## src/design/lips_defs.svh

```systemverilog
// Constants for the latch input pin select block: offsets, fields, codes
`ifndef LIPS_DEFS_SVH
`define LIPS_DEFS_SVH

// ==================================================
// Register bus geometry
`define LIPS_ADDR_W 4
`define LIPS_DATA_W 16

// ==================================================
// Register offsets (word index on the plain port)
`define LIPS_OFS_SELECT 4'h0
`define LIPS_OFS_ACTIVE 4'h1
`define LIPS_OFS_STATUS 4'h2

// ==================================================
// Field layout of the select word
`define LIPS_CODE_LSB 0
`define LIPS_CODE_MSB 11
`define LIPS_POL_LSB 12
`define LIPS_POL_MSB 15

// ==================================================
// Reset value of the select word (closed-contact, pin 7)
`define LIPS_SELECT_RST 16'h1007

// ==================================================
// Pin allocation codes that route a connector pin
`define LIPS_CODE_PIN6 12'h006
`define LIPS_CODE_PIN7 12'h007
`define LIPS_CODE_PIN8 12'h008
`define LIPS_CODE_PIN12 12'h012
`define LIPS_CODE_PIN13 12'h013
`define LIPS_CODE_PIN14 12'h014

// ==================================================
// Polarity codes
`define LIPS_POL_OFF 4'h0
`define LIPS_POL_CLOSED 4'h1
`define LIPS_POL_OPEN 4'h2

// ==================================================
// Connector input count and status bit positions
`define LIPS_PIN_N 15
`define LIPS_STAT_LATCH 0
`define LIPS_STAT_LEVEL 1
`define LIPS_STAT_ROUTED 2
`define LIPS_STAT_PENDING 3

`endif

```

## src/design/lips_pkg.sv

```systemverilog
// Types shared by the latch input pin select block
package lips_pkg;

  // ==================================================
  // Field types
  typedef logic [11:0] lips_code_t; // Pin allocation code, three hex digits
  typedef logic [3:0] lips_pol_t; // Polarity selection digit
  typedef logic [14:0] lips_pins_t; // Synchronised connector levels

  // Packed select word: polarity on top, code below
  typedef struct packed {
    lips_pol_t pol;
    lips_code_t code;
  } lips_sel_t;

endpackage : lips_pkg

```

## src/design/lips_cfg_if.sv

```systemverilog
// Carrier between the top and the pin decoder: setting, pins, result
`timescale 1ns/1ns
interface lips_cfg_if;
  lips_pkg::lips_sel_t cfg; // Setting now in force
  lips_pkg::lips_pins_t pins; // Synchronised pin levels
  logic routed; // Code names a real pin
  logic level; // Level of the chosen pin
  logic active; // Polarity-adjusted latch input

  // Top side drives setting and pins
  modport src (output cfg, output pins, input routed, input level, input active);
  // Decoder side computes the result
  modport dec (input cfg, input pins, output routed, output level, output active);
endinterface : lips_cfg_if

```

## src/design/lips_pin_sync.sv

```systemverilog
// Two-stage synchroniser for every connector input pin
`timescale 1ns/1ns
`include "lips_defs.svh"
module lips_pin_sync
(
  // Clock and reset
  input wire logic clk,
  input wire logic sys_rst,
  // Raw and synchronised levels
  input wire logic [`LIPS_PIN_N-1:0] pin_raw,
  output logic [`LIPS_PIN_N-1:0] pin_sync
);

  // First stage, read only by the second
  logic [`LIPS_PIN_N-1:0] meta_reg;

  // ==================================================
  // One synchroniser per pin
  genvar i;
  generate
    for (i = 0; i < `LIPS_PIN_N; i = i + 1)
    begin : g_sync
      // Open contacts read low until the chain fills
      always_ff @(posedge clk or posedge sys_rst)
      begin
        if (sys_rst)
        begin
          meta_reg[i] <= 1'b0;
          pin_sync[i] <= 1'b0;
        end
        else
        begin
          meta_reg[i] <= pin_raw[i];
          pin_sync[i] <= meta_reg[i];
        end
      end
    end
  endgenerate

endmodule : lips_pin_sync

```

## src/design/lips_pin_decode.sv

```systemverilog
// Pin selection and polarity for the latch input, purely combinational
`timescale 1ns/1ns
`include "lips_defs.svh"
module lips_pin_decode
(
  // Setting and pins in, result out
  lips_cfg_if.dec cfg_bus
);

  // ==================================================
  // Pin routing from the allocation code
  always_comb
  begin
    cfg_bus.routed = 1'b1;
    cfg_bus.level = 1'b0;
    case (cfg_bus.cfg.code)
      `LIPS_CODE_PIN6: cfg_bus.level = cfg_bus.pins[6];
      `LIPS_CODE_PIN7: cfg_bus.level = cfg_bus.pins[7];
      `LIPS_CODE_PIN8: cfg_bus.level = cfg_bus.pins[8];
      `LIPS_CODE_PIN12: cfg_bus.level = cfg_bus.pins[12];
      `LIPS_CODE_PIN13: cfg_bus.level = cfg_bus.pins[13];
      `LIPS_CODE_PIN14: cfg_bus.level = cfg_bus.pins[14];
      // Every other code leaves the input dead
      default: cfg_bus.routed = 1'b0;
    endcase
  end

  // ==================================================
  // Polarity; unknown digits are treated as off for safety
  always_comb
  begin
    case (cfg_bus.cfg.pol)
      `LIPS_POL_CLOSED: cfg_bus.active = cfg_bus.routed & cfg_bus.level;
      `LIPS_POL_OPEN: cfg_bus.active = cfg_bus.routed & ~cfg_bus.level;
      default: cfg_bus.active = 1'b0;
    endcase
  end

endmodule : lips_pin_decode

```

## src/design/lips_latch_select.sv

```systemverilog
// Top of the latch input pin select block: registers, restart, routing
`timescale 1ns/1ns
`include "lips_defs.svh"
module lips_latch_select
(
  // Clock and reset
  input wire logic clk,
  input wire logic sys_rst,
  // Register port
  input wire logic [`LIPS_ADDR_W-1:0] reg_addr,
  input wire logic [`LIPS_DATA_W-1:0] reg_wdata,
  input wire logic reg_wr,
  input wire logic reg_rd,
  output logic [`LIPS_DATA_W-1:0] reg_rdata,
  // Restart request, same clock domain
  input wire logic restart,
  // Connector contacts, high means closed
  input wire logic [`LIPS_PIN_N-1:0] conn_pin,
  // Latch input toward the capture logic
  output logic latch_in,
  output logic cfg_pending
);

  // ==================================================
  // Storage
  lips_pkg::lips_sel_t select_reg; // Software written setting
  lips_pkg::lips_sel_t active_reg; // Setting in force since restart
  logic [`LIPS_DATA_W-1:0] rdata_next; // Read mux result
  logic [`LIPS_PIN_N-1:0] pin_sync; // Pins after two flops
  logic latch_next; // Decoder result
  logic pending_next; // Written and restarted settings differ

  // Carrier to the decoder
  lips_cfg_if cfg_bus ();

  // ==================================================
  // Pin synchroniser; contacts are asynchronous to clk
  lips_pin_sync u_sync
  (
    .clk (clk),
    .sys_rst (sys_rst),
    .pin_raw (conn_pin),
    .pin_sync (pin_sync)
  );

  // ==================================================
  // Decoder sees only the restarted setting
  assign cfg_bus.cfg = active_reg;
  assign cfg_bus.pins = pin_sync;

  lips_pin_decode u_decode
  (
    .cfg_bus (cfg_bus.dec)
  );

  assign latch_next = cfg_bus.active;
  assign pending_next = (select_reg != active_reg);

  // ==================================================
  // Software setting; writes land here and wait
  always_ff @(posedge clk or posedge sys_rst)
  begin
    if (sys_rst)
    begin
      select_reg <= `LIPS_SELECT_RST;
    end
    else if (reg_wr && (reg_addr == `LIPS_OFS_SELECT))
    begin
      select_reg <= reg_wdata;
    end
  end

  // ==================================================
  // Setting in force; copied only on restart
  // A write in the restart cycle is not taken: the old word is copied
  always_ff @(posedge clk or posedge sys_rst)
  begin
    if (sys_rst)
    begin
      active_reg <= `LIPS_SELECT_RST;
    end
    else if (restart)
    begin
      active_reg <= select_reg;
    end
  end

  // ==================================================
  // Latch input register; one flop after the decoder
  always_ff @(posedge clk or posedge sys_rst)
  begin
    if (sys_rst)
    begin
      latch_in <= 1'b0;
    end
    else
    begin
      latch_in <= latch_next;
    end
  end

  // ==================================================
  // Pending flag; tells software a restart is still owed
  always_ff @(posedge clk or posedge sys_rst)
  begin
    if (sys_rst)
    begin
      cfg_pending <= 1'b0;
    end
    else
    begin
      cfg_pending <= pending_next;
    end
  end

  // ==================================================
  // Read mux
  always_comb
  begin
    rdata_next = '0;
    case (reg_addr)
      // Written setting
      `LIPS_OFS_SELECT: rdata_next = select_reg;
      // Setting in force
      `LIPS_OFS_ACTIVE: rdata_next = active_reg;
      // Live state bits
      `LIPS_OFS_STATUS:
      begin
        rdata_next[`LIPS_STAT_LATCH] = latch_in;
        rdata_next[`LIPS_STAT_LEVEL] = cfg_bus.level;
        rdata_next[`LIPS_STAT_ROUTED] = cfg_bus.routed;
        rdata_next[`LIPS_STAT_PENDING] = cfg_pending;
      end
      // Unmapped reads return zero
      default: rdata_next = '0;
    endcase
  end

  // ==================================================
  // Read data, valid only the cycle after the strobe
  always_ff @(posedge clk or posedge sys_rst)
  begin
    if (sys_rst)
    begin
      reg_rdata <= '0;
    end
    else if (reg_rd)
    begin
      reg_rdata <= rdata_next;
    end
    else
    begin
      // Zero outside the answer cycle keeps the bus quiet
      reg_rdata <= '0;
    end
  end

  // ==================================================
  // Checks
  // Helper: independent view of which codes route a pin
  logic chk_routed;
  assign chk_routed = (active_reg.code == `LIPS_CODE_PIN6)
                   || (active_reg.code == `LIPS_CODE_PIN7)
                   || (active_reg.code == `LIPS_CODE_PIN8)
                   || (active_reg.code == `LIPS_CODE_PIN12)
                   || (active_reg.code == `LIPS_CODE_PIN13)
                   || (active_reg.code == `LIPS_CODE_PIN14);

  // Helper: pin number from the two low decimal digits of the code
  // Shifting past the top pin gives zero, so odd codes naming pins 15 to 31 read low
  logic [4:0] chk_pin_idx; // Pin number named by the code
  logic chk_level; // Level of that pin, worked out apart from the decoder
  logic chk_sel_level; // Level as the status word should show it
  assign chk_pin_idx = (5'(active_reg.code[7:4]) * 5'h0a) + 5'(active_reg.code[3:0]);
  assign chk_level = |(pin_sync & (15'h0001 << chk_pin_idx));
  assign chk_sel_level = chk_routed && chk_level;
endmodule : lips_latch_select

```

## config.mk

```make
export PLATFORM = sky130hd
export DESIGN_NAME = lips_latch_select
export DESIGN_NICKNAME = d
export VERILOG_FILES = /design/src/design/lips_pkg.sv /design/src/design/lips_cfg_if.sv /design/src/design/lips_pin_sync.sv /design/src/design/lips_pin_decode.sv /design/src/design/lips_latch_select.sv
export VERILOG_INCLUDE_DIRS = /design/src /design/src/design
export SDC_FILE = /design/constraint.sdc
export NUM_CORES = 1
export LEC_CHECK = 0
export BUFFER_PORTS_ARGS = -buffer_cell sky130_fd_sc_hd__buf_2
export CAP_MARGIN = 40
export CELL_PAD_IN_SITES_DETAIL_PLACEMENT = 0
export CELL_PAD_IN_SITES_GLOBAL_PLACEMENT = 1
export CORE_UTILIZATION = 43
export DETAILED_ROUTE_END_ITERATION = 10
export PLACE_DENSITY = 0.76
export SLEW_MARGIN = 20
export SYNTH_ARGS = -nofsm -noshare
export SYNTH_HDL_FRONTEND = slang
export SYNTH_SLANG_ARGS = --single-unit
```

## constraint.sdc

```tcl
create_clock -name clk -period 2.65 [get_ports clk]
set_clock_uncertainty 0.05 [all_clocks]
set_input_delay 0.3975 -clock clk [delete_from_list [all_inputs] [get_ports clk]]
set_output_delay 0.3975 -clock clk [all_outputs]
set_load 0.02 [all_outputs]
```

==> impl_metrics.py <==
metrics = {
    "clock_network": {
        "clkSinkCount": 62,
        "hold_buffers": 0,
        "post_cts_resized": 0,
        "tritoncts": "built",
        "setup_fix_buffers_added_after_clock_tree_synthesis": 0,
        "worstSkewPairLatency_ns": 0.34,
        "clk_pin_slew_ns": 0.07,
        "cts.path.max_buffers": 2,
        "h-tree-depth": 3,
        "cts-root-buf": "sky130_fd_sc_hd__clkbuf_8",
        "cts_made_buffers": 9,
    },
    "logic_synthesis": {
        "syn_avg_cell_area_um2": 13.41,
        "yosys_synthesis_warning_count": 0,
        "synth-edff-count": 0,
        "netlist_area_um2": 2629,
        "syn-num-nets": 236,
        "async_s_r_ff_share_synth": 1.000,
        "seq_area_frac_synth": 0.5940,
        "synth_seq_cells": 62,
        "dominantRegCellSynth": "sky130_fd_sc_hd__dfrtp_1",
        "syn_inst": 196,
        "synth.lib_cells_used.distinct": 36,
    },
    "power_and_ir_drop": {
        "power-per-cell-area_nw_per_um2": 855.5,
        "vdd_ir_drop_max_mv": 0.4061,
        "power.leakage_nw": 1.534,
        "p_total_mw": 2.721,
    },
    "finish": {
        "drive_gt1_frac": 0.3984,
        "antenna_cells_inserted": 0,
        "most_frequent_cells_in_the_layout": "sky130_fd_sc_hd__dfrtp_1, sky130_fd_sc_hd__buf_2, sky130_fd_sc_hd__mux2_2, sky130_fd_sc_hd__nor2_1",
        "layout.cells.most_common": "sky130_fd_sc_hd__dfrtp_1",
        "layout-area-overhead-vs-synth_pct": 20.99,
        "nets": 286,
    },
    "grt": {
        "antenna_found_initial": 0,
        "via_count_of_the_first_global_routing_pass": 1614,
        "grt_first_pass_wirelength_um": 7797,
        "overflow": 0,
        "grt_max_degree": 35,
        "grt.total_usage": 0.1683,
    },
    "setup_path": {
        "critical_path_required_ns": 2.86,
        "worstPathCellList": "nor4_1 > and2_1 > a32o_2 > or4b_1 > o21ai_1",
        "timing.critical_path.from_type": "flip-flop",
        "crit_path_arrival_time_ns": 2.14,
        "critical-path-max-stage-delay_ns": 0.45,
        "ff2ff_setup_slack_ns": 0.72,
        "timing.critical_path.to_type": "flip-flop",
        "cpMaxStageDelayCell": "sky130_fd_sc_hd__nor4_1",
        "crit_path_max_fanout": 4,
        "timing_worst_setup_path_type": "reg -> reg",
    },
    "die": {
        "initial_core_util": 0.4440,
        "coreArea_um2": 5921,
        "die_area_um2": 6430,
        "die_height_um": 80.19,
        "ioPinCount": 58,
        "num_rows": 28,
        "floorplan.die.width_um": 80.19,
    },
    "status": {
        "violations": "DRC",
        "status": "finished, violations left",
    },
    "sta": {
        "slew_violations": 0,
        "min_period_ns": 1.927,
        "fmax_mhz": 518.9,
        "crit_path_setup_slack_layout_ns": 0.7227,
        "rsz0062_at_grt": "no",
        "max-slew-margin-rel": 0.5802,
        "setup_viol_count_final": 0,
        "layout_worst_path_cycle_share": 0.7273,
        "tns_ns": 0,
        "finalHoldViolCount": 0,
        "worstMarginPinSlew_ns": 0.6287,
    },
    "place": {
        "gpl.final_weighted_congestion": 0.7329,
        "dp_worst_setup_slack_ns": 0.7196,
        "hpwl_um": 3198,
        "numPortBuffers": 48,
    },
    "routing": {
        "detail_route.drc_violations": 1,
        "drt_first_pass_iters": 7,
        "post_drt_wl_per_cell_um": 14.48,
        "drt-vias-per-instance": 5.074,
        "route.final.wire_length_um": 4719,
        "antenna_left": 0,
        "dr.first_iter.drc_count": 72,
        "num_vias": 1654,
    },
    "flow_run": {
        "drv.max_cap_violation_count": 0,
    },
    "worst_hold_path": {
        "worst_hold_path_type": "in -> async",
    },
}
Yosys cell counts, types with 3 or more instances:
library cell / n / area [um2]
sky130_fd_sc_hd__a31oi_1: 3 / 18.77
sky130_fd_sc_hd__clkbuf_1: 4 / 15.01
sky130_fd_sc_hd__xor2_1: 16 / 140.1
sky130_fd_sc_hd__dfstp_2: 8 / 210.2
sky130_fd_sc_hd__dfrtp_1: 54 / 1351
sky130_fd_sc_hd__nor4_1: 6 / 37.54
sky130_fd_sc_hd__mux2i_1: 16 / 160.2
sky130_fd_sc_hd__nor2_1: 19 / 71.32
sky130_fd_sc_hd__buf_2: 3 / 15.01
sky130_fd_sc_hd__mux2_2: 23 / 259.0
sky130_fd_sc_hd__mux2_1: 11 / 123.9
cell type report:
class | instances | area (um2)
fillers | 523 | 2740
clock buffers | 9 | 123.9
repair buffers | 50 | 267.8
flip-flops and latches | 62 | 1562
multi-input cells | 121 | 1003
inverters | 2 | 7.507
clock inverters | 7 | 122.6
well taps | 75 | 93.84
critical path: cells and delay by family (launching register included):
family             cells  cell delay, ns
DFF                    1            0.42
AOI/OAI and AO/OA      2            0.29
and+or+nand+nor        3            1.10
metal layers:
| layer | wire, um | global-route usage |
|---|---|---|
| met1 | 2176 | 0.2139 |
| met2 | 2228 | 0.2556 |
| met3 | 201 | 0.04545 |
| met4 | 113 | 0.1018 |
| met5 | 0 | 0 |
cell families (layout without fill, tap and decap cells):
group | after synthesis | after routing | synth area share
AO/OA/AOI/OAI | 11 | 11 | 0.03284
XOR/XNOR | 16 | 16 | 0.05331
buffers and inverters | 13 | 68 | 0.02427
flip-flops | 62 | 62 | 0.5940
multiplexers | 50 | 50 | 0.2066
AND/OR/NAND/NOR | 44 | 44 | 0.08901
final timing paths:
kind / start / endpoint / depth (start not counted)
hold / removal: sys_rst / u_sync.meta_reg[14] / 2
min in group clk: conn_pin[7] / u_sync.meta_reg[7] / 1
max in group asynchronous: sys_rst / select_reg[0] / 3
hold reg to reg: u_sync.meta_reg[14] / u_sync.pin_sync[14] / 0
setup / recovery: active_reg[8] / reg_rdata[1] / 5
setup reg to reg: active_reg[8] / reg_rdata[1] / 5
power breakdown:
part	internal [mW]	switching, mW
Combinational	0.239	0.182
Sequential	1.11	0.181
Clock	0.627	0.380
Total	1.98	0.743
metrics by stage:
step	hold WS (ns)	area, um2	instances	util
floorplan	0.2812	2629	196	-
global placement	0.2854	2934	310	0.4956
detailed placement	0.2858	2934	310	0.4956
CTS	0.09349	3181	326	0.5372
global route	0.08485	3181	326	0.5372
finish	0.08390	3181	326	0.5372
No activity file was read; power rests on OpenSTA's default activity.
